[src/prs_defs.svh]
// Constants for the proximity sensor result register bank.
`ifndef PRS_DEFS_SVH
`define PRS_DEFS_SVH

// Register offsets, as carried in the command byte address field.
`define PRS_ADDR_ENABLE   5'h00
`define PRS_ADDR_CONTROL  5'h0f
`define PRS_ADDR_REVISION 5'h11
`define PRS_ADDR_ID       5'h12
`define PRS_ADDR_STATUS   5'h13
`define PRS_ADDR_RES_LO   5'h18
`define PRS_ADDR_RES_HI   5'h19
`define PRS_ADDR_OFFSET   5'h1e

// Command byte fields and codes.
`define PRS_CMD_SEL_BIT   7
`define PRS_TYPE_REPEAT   2'h0
`define PRS_TYPE_AUTO     2'h1
`define PRS_TYPE_SPECIAL  2'h3
`define PRS_SF_IRQ_CLEAR  5'h05

// Field positions.
`define PRS_EN_PROX_BIT   2
`define PRS_ST_SAT_BIT    6
`define PRS_ST_IRQ_BIT    5
`define PRS_ST_VALID_BIT  1
`define PRS_OFS_SIGN_BIT  7

// Diode selection codes.
`define PRS_DIODE_NONE    2'h0
`define PRS_DIODE_FIRST   2'h1
`define PRS_DIODE_SECOND  2'h2

// Reset values.
`define PRS_ENABLE_RST    8'h00
`define PRS_CONTROL_RST   8'h00
`define PRS_OFFSET_RST    8'h00

// Bus address and identity values; the identity values are arbitrary.
`define PRS_BUS_ADDR      7'h39
`define PRS_REV_VALUE     4'h1
`define PRS_ID_VALUE      8'h5a

// Bit count of one serial byte.
`define PRS_BITS_PER_BYTE 4'h8

`endif

[src/prs_pkg.sv]
// Types shared by the proximity sensor register bank.
package prs_pkg;

   // Serial target states.
   typedef enum logic [2:0]
   {
      PRS_IDLE,
      PRS_ADDR,
      PRS_ACK_ADDR,
      PRS_WRITE,
      PRS_ACK_WRITE,
      PRS_READ,
      PRS_ACK_READ
   } prs_tgt_state_t;

endpackage

[src/prs_result_regs.sv]
// Proximity sensor register bank: command pointer, control, status, result and offset.
//
// Overview of operation
// - Diode field routes to none, first, second.
// - Gain field picks one, two, four, eight.
// - Revision read-only, low nibble revision, high zero.
// - Identification read-only fixed code, writes ignored.
// - Status bit 6 flags saturated measurement.
// - Status bit 5 mirrors asserted interrupt.
// - Status bit 1 set after integration when enabled.
// - Status read-only, bits 4:2 read zero.
// - Result 16 bits at low/high byte registers.
// - Low byte read snapshots high byte shadow.
// - High byte stays coherent across new conversions.
// - Offset sign: clear negative, set positive.
// - Offset magnitude scaled by gain, drive, pulses.
// - Offset register resets to zero.
// - Interrupt and data pins are open-drain; clock pin is input only.
// - Enable bit 2 switches proximity function.
// - Auto-increment type advances register pointer.
// - Special code 00101 clears pending interrupt.
`include "prs_defs.svh"

module prs_result_regs
#(
   parameter logic [7:0] P_PART_ID  = `PRS_ID_VALUE,
   parameter logic [3:0] P_DIE_REV  = `PRS_REV_VALUE
)
(
   // Clock and reset.
   input  wire logic        i_core_clk,
   input  wire logic        i_sys_rst,
   // Serial bus pins.
   input  wire logic        i_scl,
   input  wire logic        i_sda,
   output logic             o_sda_out,
   output logic             o_sda_oe_n,
   // Interrupt pin.
   output logic             o_int_out,
   output logic             o_int_oe_n,
   // Measurement engine side.
   input  wire logic        i_conv_done,
   input  wire logic [15:0] i_conv_result,
   input  wire logic        i_conv_saturated,
   input  wire logic        i_irq_event,
   input  wire logic [7:0]  i_led_pulse_count,
   output logic             o_irq_clear,
   output logic             o_prox_func_enable,
   // Analog controls.
   output logic [1:0]       o_diode_route,
   output logic [3:0]       o_gain_mult,
   output logic [1:0]       o_led_drive_strength,
   output logic             o_offset_sign,
   output logic [17:0]      o_offset_shift
);

   logic        wr_stb;
   logic        wr_first;
   logic [7:0]  wr_data;
   logic        rd_req;
   logic [7:0]  rd_data;
   logic [7:0]  status_val;
   logic [4:0]  ptr_reg;
   logic [1:0]  type_reg;
   logic [7:0]  enable_reg;
   logic [7:0]  control_reg;
   logic [7:0]  offset_reg;
   logic [15:0] result_reg;
   logic [7:0]  shadow_reg;
   logic        sat_reg;
   logic        valid_reg;
   logic        irq_reg;
   logic        cmd_stb;
   logic        clr_req;
   logic        step_ptr;
   logic [14:0] mag_prod;

   ////////////////////////////////////////////////////////////////////////////
   // Serial bus target.
   prs_i2c_target u_target
   (
      .i_core_clk (i_core_clk),
      .i_sys_rst  (i_sys_rst),
      .i_scl      (i_scl),
      .i_sda      (i_sda),
      .o_sda_out  (o_sda_out),
      .o_sda_oe_n (o_sda_oe_n),
      .o_wr_stb   (wr_stb),
      .o_wr_first (wr_first),
      .o_wr_data  (wr_data),
      .o_rd_req   (rd_req),
      .i_rd_data  (rd_data)
   );

   ////////////////////////////////////////////////////////////////////////////
   // Command decode: first byte of a write with the select bit set.
   assign cmd_stb  = wr_stb & wr_first & wr_data[`PRS_CMD_SEL_BIT];
   assign clr_req  = cmd_stb & (wr_data[6:5] == `PRS_TYPE_SPECIAL) &
                     (wr_data[4:0] == `PRS_SF_IRQ_CLEAR);
   assign step_ptr = ((wr_stb & ~wr_first) | rd_req) & (type_reg == `PRS_TYPE_AUTO);

   // Register pointer and transaction type.
   always_ff @(posedge i_core_clk)
   begin
      if (i_sys_rst)
      begin
         ptr_reg  <= 5'h00;
         type_reg <= `PRS_TYPE_REPEAT;
      end
      else if (cmd_stb)
      begin
         type_reg <= wr_data[6:5];
         if (wr_data[6:5] != `PRS_TYPE_SPECIAL)
         begin
            ptr_reg <= wr_data[4:0];
         end
      end
      else if (step_ptr)
      begin
         ptr_reg <= ptr_reg + 5'h01;
      end
   end

   // Writable registers; read-only offsets fall through untouched.
   always_ff @(posedge i_core_clk)
   begin
      if (i_sys_rst)
      begin
         enable_reg  <= `PRS_ENABLE_RST;
         control_reg <= `PRS_CONTROL_RST;
         offset_reg  <= `PRS_OFFSET_RST;
      end
      else if (wr_stb && !wr_first)
      begin
         unique case (ptr_reg)
            `PRS_ADDR_ENABLE:  enable_reg  <= wr_data;
            `PRS_ADDR_CONTROL: control_reg <= wr_data;
            `PRS_ADDR_OFFSET:  offset_reg  <= wr_data;
            default:
            begin
            end
         endcase
      end
   end

   ////////////////////////////////////////////////////////////////////////////
   // Result and saturation captured at each finished conversion.
   always_ff @(posedge i_core_clk)
   begin
      if (i_sys_rst)
      begin
         result_reg <= 16'h0000;
         sat_reg    <= 1'b0;
      end
      else if (i_conv_done)
      begin
         result_reg <= i_conv_result;
         sat_reg    <= i_conv_saturated;
      end
   end

   // Valid flag: first finished cycle while enabled; cleared when disabled.
   always_ff @(posedge i_core_clk)
   begin
      if (i_sys_rst || !enable_reg[`PRS_EN_PROX_BIT])
      begin
         valid_reg <= 1'b0;
      end
      else if (i_conv_done)
      begin
         valid_reg <= 1'b1;
      end
   end

   // High byte snapshot taken as the low byte is fetched.
   always_ff @(posedge i_core_clk)
   begin
      if (i_sys_rst)
      begin
         shadow_reg <= 8'h00;
      end
      else if (rd_req && ptr_reg == `PRS_ADDR_RES_LO)
      begin
         shadow_reg <= result_reg[15:8];
      end
   end

   // Pending interrupt; a new event wins over a clear in the same cycle.
   always_ff @(posedge i_core_clk)
   begin
      if (i_sys_rst)
      begin
         irq_reg     <= 1'b0;
         o_irq_clear <= 1'b0;
      end
      else
      begin
         o_irq_clear <= clr_req;
         if (i_irq_event)
         begin
            irq_reg <= 1'b1;
         end
         else if (clr_req)
         begin
            irq_reg <= 1'b0;
         end
      end
   end

   // Interrupt pin only pulls low while an interrupt is pending.
   assign o_int_out  = 1'b0;
   assign o_int_oe_n = ~irq_reg;

   ////////////////////////////////////////////////////////////////////////////
   // Status byte with reserved bits held at zero.
   always_comb
   begin
      status_val                    = 8'h00;
      status_val[`PRS_ST_SAT_BIT]   = sat_reg;
      status_val[`PRS_ST_IRQ_BIT]   = irq_reg;
      status_val[`PRS_ST_VALID_BIT] = valid_reg;
   end

   // Read data for the byte at the pointer.
   always_comb
   begin
      rd_data = 8'h00;
      unique case (ptr_reg)
         `PRS_ADDR_ENABLE:   rd_data = enable_reg;
         `PRS_ADDR_CONTROL:  rd_data = control_reg;
         `PRS_ADDR_REVISION: rd_data = {4'h0, P_DIE_REV};
         `PRS_ADDR_ID:       rd_data = P_PART_ID;
         `PRS_ADDR_STATUS:   rd_data = status_val;
         `PRS_ADDR_RES_LO:   rd_data = result_reg[7:0];
         `PRS_ADDR_RES_HI:   rd_data = shadow_reg;
         `PRS_ADDR_OFFSET:   rd_data = offset_reg;
         default:            rd_data = 8'h00;
      endcase
   end

   ////////////////////////////////////////////////////////////////////////////
   // Analog control outputs; the reserved diode code routes nowhere.
   assign mag_prod = {8'h00, offset_reg[6:0]} * {7'h00, i_led_pulse_count};

   always_ff @(posedge i_core_clk)
   begin
      if (i_sys_rst)
      begin
         o_diode_route        <= 2'h0;
         o_gain_mult          <= 4'h1;
         o_led_drive_strength <= 2'h0;
         o_offset_sign        <= 1'b0;
         o_offset_shift       <= 18'h00000;
         o_prox_func_enable   <= 1'b0;
      end
      else
      begin
         unique case (control_reg[5:4])
            `PRS_DIODE_FIRST:  o_diode_route <= 2'h1;
            `PRS_DIODE_SECOND: o_diode_route <= 2'h2;
            default:           o_diode_route <= 2'h0;
         endcase
         o_gain_mult          <= 4'h1 << control_reg[3:2];
         o_led_drive_strength <= control_reg[7:6];
         o_offset_sign        <= offset_reg[`PRS_OFS_SIGN_BIT];
         o_offset_shift       <= ({3'h0, mag_prod} << control_reg[3:2]) >> control_reg[7:6];
         o_prox_func_enable   <= enable_reg[`PRS_EN_PROX_BIT];
      end
   end
endmodule

[src/prs_i2c_target.sv]
// Serial bus target: byte framing, addressing and open-drain data drive.
`include "prs_defs.svh"

module prs_i2c_target
(
   // Clock and reset.
   input  wire logic       i_core_clk,
   input  wire logic       i_sys_rst,
   // Bus pins.
   input  wire logic       i_scl,
   input  wire logic       i_sda,
   output logic            o_sda_out,
   output logic            o_sda_oe_n,
   // Byte side.
   output logic            o_wr_stb,
   output logic            o_wr_first,
   output logic [7:0]      o_wr_data,
   output logic            o_rd_req,
   input  wire logic [7:0] i_rd_data
);

   logic [2:0]               scl_reg;
   logic [2:0]               sda_reg;
   prs_pkg::prs_tgt_state_t  state_reg;
   logic [3:0]               cnt_reg;
   logic [7:0]               sh_reg;
   logic                     rw_reg;
   logic                     first_reg;
   logic                     nack_reg;
   logic                     drv_reg;
   logic                     scl_rise;
   logic                     scl_fall;
   logic                     start_evt;
   logic                     stop_evt;

   ////////////////////////////////////////////////////////////////////////////
   // Two-stage synchronisers plus one history stage for edge finding.
   always_ff @(posedge i_core_clk)
   begin
      if (i_sys_rst)
      begin
         scl_reg <= 3'h7;
         sda_reg <= 3'h7;
      end
      else
      begin
         scl_reg <= {scl_reg[1:0], i_scl};
         sda_reg <= {sda_reg[1:0], i_sda};
      end
   end

   // Edge and frame condition decode from the synchronised stages only.
   assign scl_rise  = scl_reg[1] & ~scl_reg[2];
   assign scl_fall  = ~scl_reg[1] & scl_reg[2];
   assign start_evt = scl_reg[1] & scl_reg[2] & ~sda_reg[1] & sda_reg[2];
   assign stop_evt  = scl_reg[1] & scl_reg[2] & sda_reg[1] & ~sda_reg[2];

   // Data only ever pulls low.
   assign o_sda_out  = 1'b0;
   assign o_sda_oe_n = ~drv_reg;

   // A read byte is fetched on the falling edge that starts it.
   assign o_rd_req = scl_fall & ((state_reg == prs_pkg::PRS_ACK_ADDR & rw_reg) |
                                 (state_reg == prs_pkg::PRS_ACK_READ & ~nack_reg));

   ////////////////////////////////////////////////////////////////////////////
   // Byte framing state machine.
   always_ff @(posedge i_core_clk)
   begin
      if (i_sys_rst)
      begin
         state_reg  <= prs_pkg::PRS_IDLE;
         cnt_reg    <= 4'h0;
         sh_reg     <= 8'h00;
         rw_reg     <= 1'b0;
         first_reg  <= 1'b0;
         nack_reg   <= 1'b0;
         drv_reg    <= 1'b0;
         o_wr_stb   <= 1'b0;
         o_wr_first <= 1'b0;
         o_wr_data  <= 8'h00;
      end
      else
      begin
         o_wr_stb <= 1'b0;
         if (start_evt)
         begin
            state_reg <= prs_pkg::PRS_ADDR;
            cnt_reg   <= 4'h0;
            drv_reg   <= 1'b0;
            first_reg <= 1'b1;
         end
         else if (stop_evt)
         begin
            state_reg <= prs_pkg::PRS_IDLE;
            drv_reg   <= 1'b0;
         end
         else
         begin
            unique case (state_reg)
               prs_pkg::PRS_IDLE:
               begin
               end
               prs_pkg::PRS_ADDR, prs_pkg::PRS_WRITE:
               begin
                  if (scl_rise)
                  begin
                     sh_reg  <= {sh_reg[6:0], sda_reg[1]};
                     cnt_reg <= cnt_reg + 4'h1;
                  end
                  else if (scl_fall && cnt_reg == `PRS_BITS_PER_BYTE)
                  begin
                     if (state_reg == prs_pkg::PRS_WRITE)
                     begin
                        o_wr_stb   <= 1'b1;
                        o_wr_first <= first_reg;
                        o_wr_data  <= sh_reg;
                        drv_reg    <= 1'b1;
                        state_reg  <= prs_pkg::PRS_ACK_WRITE;
                     end
                     else if (sh_reg[7:1] == `PRS_BUS_ADDR)
                     begin
                        drv_reg   <= 1'b1;
                        rw_reg    <= sh_reg[0];
                        state_reg <= prs_pkg::PRS_ACK_ADDR;
                     end
                     else
                     begin
                        state_reg <= prs_pkg::PRS_IDLE;
                     end
                  end
               end
               prs_pkg::PRS_ACK_ADDR, prs_pkg::PRS_ACK_WRITE:
               begin
                  if (scl_fall)
                  begin
                     cnt_reg <= 4'h0;
                     if (state_reg == prs_pkg::PRS_ACK_ADDR && rw_reg)
                     begin
                        sh_reg    <= i_rd_data;
                        drv_reg   <= ~i_rd_data[7];
                        state_reg <= prs_pkg::PRS_READ;
                     end
                     else
                     begin
                        drv_reg   <= 1'b0;
                        first_reg <= (state_reg == prs_pkg::PRS_ACK_ADDR);
                        state_reg <= prs_pkg::PRS_WRITE;
                     end
                  end
               end
               prs_pkg::PRS_READ:
               begin
                  if (scl_rise)
                  begin
                     cnt_reg <= cnt_reg + 4'h1;
                  end
                  else if (scl_fall && cnt_reg == `PRS_BITS_PER_BYTE)
                  begin
                     drv_reg   <= 1'b0;
                     state_reg <= prs_pkg::PRS_ACK_READ;
                  end
                  else if (scl_fall)
                  begin
                     sh_reg  <= {sh_reg[6:0], 1'b0};
                     drv_reg <= ~sh_reg[6];
                  end
               end
               prs_pkg::PRS_ACK_READ:
               begin
                  if (scl_rise)
                  begin
                     nack_reg <= sda_reg[1];
                  end
                  else if (scl_fall && !nack_reg)
                  begin
                     cnt_reg   <= 4'h0;
                     sh_reg    <= i_rd_data;
                     drv_reg   <= ~i_rd_data[7];
                     state_reg <= prs_pkg::PRS_READ;
                  end
                  else if (scl_fall)
                  begin
                     state_reg <= prs_pkg::PRS_IDLE;
                  end
               end
            endcase
         end
      end
   end

endmodule

[config.mk]
export PLATFORM = sky130hd
export DESIGN_NAME = prs_result_regs
export DESIGN_NICKNAME = d
export VERILOG_FILES = /design/src/prs_pkg.sv /design/src/prs_result_regs.sv /design/src/prs_i2c_target.sv
export VERILOG_INCLUDE_DIRS = /design/src
export SDC_FILE = /design/constraint.sdc
export NUM_CORES = 1
export LEC_CHECK = 0
export ABC_CLOCK_PERIOD_IN_PS = 6600
export BUFFER_PORTS_ARGS = -buffer_cell sky130_fd_sc_hd__buf_2
export CORE_MARGIN = 3
export CORE_UTILIZATION = 50
export CTS_CLUSTER_DIAMETER = 40
export DETAILED_ROUTE_END_ITERATION = 10
export HOLD_SLACK_MARGIN = 0.05
export PLACE_DENSITY_LB_ADDON = 0.1
export SLEW_MARGIN = 20
export SYNTH_ARGS = -nofsm -noshare
export SYNTH_HDL_FRONTEND = slang
export SYNTH_SLANG_ARGS = --single-unit
[constraint.sdc]
create_clock -name i_core_clk -period 6.6 [get_ports i_core_clk]
set_input_delay 0.99 -clock i_core_clk [delete_from_list [all_inputs] [get_ports i_core_clk]]
set_output_delay 0.99 -clock i_core_clk [all_outputs]
set_load 0.05 [all_outputs]
==> run summary, run 1 <==
cell area after synthesis - 7739 µm²
Final Skew - 0.02220 ns
Post-synth EDFFs - 0
Comb power frac - 3.0%
Sw Ratio - 20.77%
Routed WL - 18780 µm
row count - 44
max-cap violations - 0
crit path kind - input pin to flip-flop
DRC violation count after routing - 0
Top FF cell, synth - dfxtp_1
max FFs per register - 18
slowest CP cell - fa_1
RSZ-0062 raised after global routing - false
Routed Antenna Nets - 0
Yosys cell types - 74
worst-skew pair later-pin latency - 0.42 ns
# IOs - 64
Clock Path Buffers - 2
Net Sw Power - 0.0003702 W
Yosys reg bits - 122
Synth area leader - dfxtp_1
Setup WS pre-CTS - 0.6541 ns
nature of the critical path endpoint - flip-flop
area share of the largest cell type after synthesis - 31.56%
Final TNS setup - 0 ns
Setup Fix Bufs, Post-CTS - 0
first-pass GRT wire length - 31020 µm
Async S/R FF share, synth - 0%
Final #Nets - 1027
crit start category - input pin
Int Pwr - 0.001412 W
Seq pwr share - 42.3%
CP Cell Sequence - buf_2, and2_1, fa_1, inv_1, fa_1, inv_1, fa_1, inv_1, fa_1, inv_1, ha_1, a21o_1, a221oi_2, o21ai_2, xor2_1, mux4_2, and2_4, a211oi_2, nor4_2
total die area - 17010 µm²
Vias - 6550
total overflow reported by the global router - 0
fin crit share - 83.75%
Least-Margin Pin Slew - 1.037 ns
Max Clk Rate - 180.9 MHz
leakage - 3.854 nW
Fin. Hold Viols - 0
largest net degree at the start of global routing - 101
CP required - 6.87 ns
Power Dens Cells - 204.4 nW/µm²
share of layout cells above drive strength 1 - 13.68%
DP Wirelength - 13750 µm
syn_area_per_cell - 8.647 µm²
Mapped Cells - 895
CP max FO - 7
fin worst setup slack - 1.072 ns
Worst EP arrival - 5.80 ns
Clock transition at path regs - 0.06 ns
Die W - 130.4 µm
Total GRT Usage - 22.61%
CTS tree - built
fillers - 1369
worst rel slew slack - 30.87%
CTS Hold Bufs - 0
Synth area leaders - dfxtp_1, mux2i_1, fa_1, ha_1, nor2_1
worst min path class - flip-flop to flip-flop
outcome - finished clean
CTS H-tree depth - 4
Initial DRC Count - 618
Initial Util - 52.26%
via-per-instance ratio - 5.848
vias in the first global route - 6081
post-cts resize count - 0
DIE HEIGHT - 130.4 µm
Syn. warnings - 0
final count of pins violating max slew - 0
count of input and output buffers - 61
Avg WL per Cell - 16.77 µm
CP peak stage delay - 0.53 ns
RePlAce Congestion - 0.8599
Clock Sinks - 122
Seq/Total Area, Yosys - 31.56%
Clock Tree Root - clkbuf_16
CORE AREA - 14810 µm²
clock share of power - 54.7%
Peak supply drop - 0.0002367 V
final setup fails - 0
fin crit period - 5.528 ns
first-pass iteration count of the detailed router - 6
total CTS buffers - 17
initial antenna violation count - 0
Diodes inserted - 0
area added between synthesis and finish - 12.71%
==> through the flow <==
step | cells | util (%) | hold slack, ns | cell area, µm² | power [W]
after detailed placement | 1090 | 54.68 | 0.3967 | 8098 | 0.0008236
after global routing | 1120 | 58.90 | 0.4162 | 8722 | 0.001836
after global placement | 1090 | 54.68 | 0.3921 | 8098 | 0.0008214
after CTS | 1120 | 58.90 | 0.4090 | 8722 | 0.001798
after floorplan | 896 | - | 0.3895 | 7742 | 0.0008028
final | 1120 | 58.90 | 0.4063 | 8722 | 0.001783
==> per-layer routing <==
metal,vias up,wire length (µm),GRT usage [%]
li1,3198,-,-
met1,3124,9225,33.69
met2,208,8333,33.80
met3,20,1022,4.390
met4,0,201,5.808
met5,-,0,0
==> critical path, delay by kind of cell <==
kind	cells	cell delay (ns)
mux	1	0.50
compound gates	4	0.96
fa+ha+maj	5	2.39
buf+inv	5	0.32
simple gates	3	0.43
xor+xnor	1	0.20
==> power by group through the flow <==
stage	clock network (W)	logic (W)	registers [W]
finish	0.000975	0.0000534	0.000754
global route	0.00102	0.0000593	0.000755
CTS	0.000990	0.0000536	0.000754
detailed placement	0	0.0000535	0.000770
global placement	0	0.0000518	0.000770
floorplan	0	0.0000363	0.000767
==> cells in the mapped netlist, types with 3 or more instances <==
library cell,instances
a211oi_1,10
a211oi_2,3
a21o_1,4
a21oi_1,52
a221oi_1,10
a222oi_1,7
a22oi_1,9
a31oi_1,7
a32oi_1,3
and2_1,46
and3_1,10
buf_1,6
clkbuf_1,46
dfxtp_1,122
fa_1,29
ha_1,42
inv_1,38
mux2_2,3
mux2i_1,60
mux4_2,6
nand2_1,89
nand2b_1,11
nand3_1,31
nand3b_1,4
nand4_1,7
nor2_1,95
nor2b_1,17
nor3_1,14
nor3b_1,7
o211ai_1,7
o21ai_0,25
o22ai_1,4
or2_2,9
or3_1,5
xnor2_1,6
xor2_1,5
==> layout by cell type, fill, tap and decap left out, types with 17 or more instances in the layout <==
cell	count
nor2b_1	17
nand3_1	31
buf_2	60
mux2i_1	60
a21oi_1	52
dfxtp_1	122
and2_1	46
fa_1	29
o21ai_0	25
clkbuf_16	17
ha_1	42
inv_1	38
nor2_1	95
nand2_1	89
==> path summary, 6_finish.rpt <==
check	from	end	slack (ns)	depth (start not counted)
max	i_led_pulse_count[3]	o_offset_shift[11]	1.07	19
min	u_target.sda_reg[0]	u_target.sda_reg[1]	0.41	1
max reg2reg	offset_reg[6]	o_offset_shift[11]	1.24	17
min reg2reg	u_target.sda_reg[0]	u_target.sda_reg[1]	0.41	1
==> logic make-up after synthesis <==
logic type,synth area share [%]
simple gates,22.65
compound gates,15.28
flops,31.56
buf+inv,4.786
fa+ha+maj,14.29
mux,10.14
xor+xnor,1.245
other cells,0.04846
==> cell type report <==
class | instances | area, µm² | share of cell area, %
Clock buffer | 19 | 452.9 | 5.193
Timing Repair Buffer | 66 | 345.3 | 3.959
Clock inverter | 11 | 171.4 | 1.965
Multi-Input combinational cell | 678 | 4930 | 56.52
Inverter | 40 | 150.1 | 1.721
Sequential cell | 122 | 2442 | 28.00
Tap cell | 184 | 230.2 | 2.640
(Power assumes the default switching activity.)
==> inputs of run 2 (changes only) <==
--- a/config.mk
+++ b/config.mk
@@ -6,7 +6,7 @@
 export SDC_FILE = /design/constraint.sdc
 export NUM_CORES = 1
 export LEC_CHECK = 0
-export ABC_CLOCK_PERIOD_IN_PS = 6600
+export ABC_CLOCK_PERIOD_IN_PS = 4950
 export BUFFER_PORTS_ARGS = -buffer_cell sky130_fd_sc_hd__buf_2
 export CORE_MARGIN = 3
 export CORE_UTILIZATION = 50
==> constraint.sdc (replaced) <==
create_clock -name i_core_clk -period 4.95 [get_ports i_core_clk]
set_input_delay 0.7425 -clock i_core_clk [delete_from_list [all_inputs] [get_ports i_core_clk]]
set_output_delay 0.7425 -clock i_core_clk [all_outputs]
set_load 0.05 [all_outputs]
==> run 2 against run 1 <==
Compared with the run above:
- sequential share of layout area shrank 1.1 points
- die area is the same
- critical path depth is the same
- non-clock buffer count grew 41
- wire length grew 0.61%
- critical endpoint is now o_offset_shift[14]
- final cell count grew 3.8%
- final area grew 4.2%
==> run summary, run 2 (synthesis gave the netlist of run 1 again) <==
Die W - 130.4 µm
# IOs - 64
CTS tree - built
first-pass iteration count of the detailed router - 5
Net Sw Power - 0.0005291 W
Clock Sinks - 122
Avg WL per Cell - 16.25 µm
via-per-instance ratio - 5.722
DRC violation count after routing - 0
outcome - finished clean
Final Skew - 0.009599 ns
final setup fails - 0
CTS Hold Bufs - 0
vias in the first global route - 6295
CP max FO - 4
worst-skew pair later-pin latency - 0.42 ns
worst rel slew slack - 29.59%
fin crit share - 99.67%
Most common cell on crit path - fa_1
nature of the critical path endpoint - flip-flop
CP required - 5.29 ns
Peak supply drop - 0.0002700 V
share of layout cells above drive strength 1 - 19.20%
Sw Ratio - 23.39%
CORE AREA - 14810 µm²
area added between synthesis and finish - 17.49%
max FFs per register - 18
RePlAce Congestion - 0.8661
row count - 44
commonest non-fill, non-tap cell in the layout - dfxtp_1
worst min path class - flip-flop to flip-flop
max-cap violations - 0
first-pass GRT wire length - 31020 µm
final core occ - 61.40%
initial antenna violation count - 0
CP peak stage delay - 0.55 ns
Fin. Hold Viols - 0
Vias - 6655
buffers and inverters on the worst path - 5
leakage - 4.034 nW
total overflow reported by the global router - 0
CTS H-tree depth - 4
CP Cell Sequence - buf_6, and2_4, fa_1, inv_2, fa_1, inv_1, fa_1, inv_1, fa_1, inv_2, ha_4, a21o_1, a221oi_4, o21ai_2, o31ai_4, xor2_2, o22a_1, a311o_1, a211oi_2
Final TNS setup - 0 ns
Seq pwr share - 44.4%
clock share of power - 52.1%
Routed Antenna Nets - 0
RSZ-0062 raised after global routing - true
largest net degree at the start of global routing - 105
Power Dens Cells - 248.8 nW/µm²
final count of pins violating max slew - 0
count of input and output buffers - 61
Routed WL - 18900 µm
Comb power frac - 3.5%
Diodes inserted - 0
Worst EP arrival - 5.27 ns
Least-Margin Pin Slew - 1.056 ns
slowest CP cell - fa_1
Total GRT Usage - 22.69%
Int Pwr - 0.001733 W
Initial Util - 52.26%
total CTS buffers - 17
Clock transition at path regs - 0.06 ns
fin crit period - 4.934 ns
crit start category - input pin
most frequent cells in the layout - dfxtp_1, nor2_1, nand2_1
Final #Nets - 1068
Max Clk Rate - 202.7 MHz
Initial DRC Count - 637
DIE HEIGHT - 130.4 µm
total die area - 17010 µm²
Clock Tree Root - clkbuf_16
DP Wirelength - 13850 µm
crit path kind - input pin to flip-flop
cell family contributing the most delay on the critical path - adder cells
Clock Path Buffers - 2
==> run 2: cell types whose count changed in the layout (fill, tap and decap cells not counted), sizes merged <==
cell,before,now
buf,66,106
bufinv,4,1
clkbuf,19,20
clkinv,4,7
inv,38,40
==> run 2: cell type report <==
| cell class | count | area [µm²] |
|---|---|---|
| multi-input cells | 678 | 5024 |
| clock buffers | 19 | 442.9 |
| flip-flops and latches | 122 | 2446 |
| repair buffers | 107 | 678.2 |
| well taps | 184 | 230.2 |
| inverters | 40 | 150.1 |
| clock inverters | 13 | 121.4 |
| fillers | 1264 | 5717 |
==> run 2: power by group through the flow <==
stage | Sequential, W | Combinational (W) | Clock (W)
after global routing | 0.00101 | 0.0000882 | 0.00124
after floorplan | 0.00102 | 0.0000484 | 0
after global placement | 0.00103 | 0.0000756 | 0
final | 0.00100 | 0.0000792 | 0.00118
after CTS | 0.00100 | 0.0000775 | 0.00119
after detailed placement | 0.00103 | 0.0000772 | 0
==> run 2: metrics by stage <==
step / area [µm²] / hold slack [ns] / setup WS [ns] / std cells / power (W)
global placement: 8462 / 0.3925 / -0.3656 / 1129 / 0.001101
detailed placement: 8462 / 0.3933 / -0.4871 / 1129 / 0.001103
finish: 9092 / 0.4118 / 0.01623 / 1163 / 0.002262
CTS: 9030 / 0.4134 / -0.006283 / 1161 / 0.002273
global route: 9092 / 0.4314 / -0.1562 / 1163 / 0.002330
floorplan: 7801 / 0.3895 / -0.1430 / 896 / 0.001070
==> run 2: layer usage <==
| metal | GRT usage [%] | part of all wire (%) | up-vias |
|---|---|---|---|
| li1 | - | - | 3280 |
| met1 | 33.28 | 49 | 3155 |
| met2 | 33.89 | 44 | 202 |
| met3 | 5.244 | 5.9 | 18 |
| met4 | 5.868 | 1.2 | 0 |
| met5 | 0 | 0 | - |
==> run 2: timing repair <==
action	CTS	global route
setup buffers	0	1
pin swaps	1	3
setup endpoints to repair	1	10
resized for setup	1	13
==> run 2: worst paths after layout <==
check / from / endpoint / slack (ns) / depth (start not counted)
worst max-delay path: i_led_pulse_count[5] / o_offset_shift[14] / 0.02 / 19
worst min-delay path: u_target.scl_reg[0] / u_target.scl_reg[1] / 0.41 / 1
worst max register to register: offset_reg[4] / o_offset_shift[14] / 0.09 / 17
worst min register to register: u_target.scl_reg[0] / u_target.scl_reg[1] / 0.41 / 1
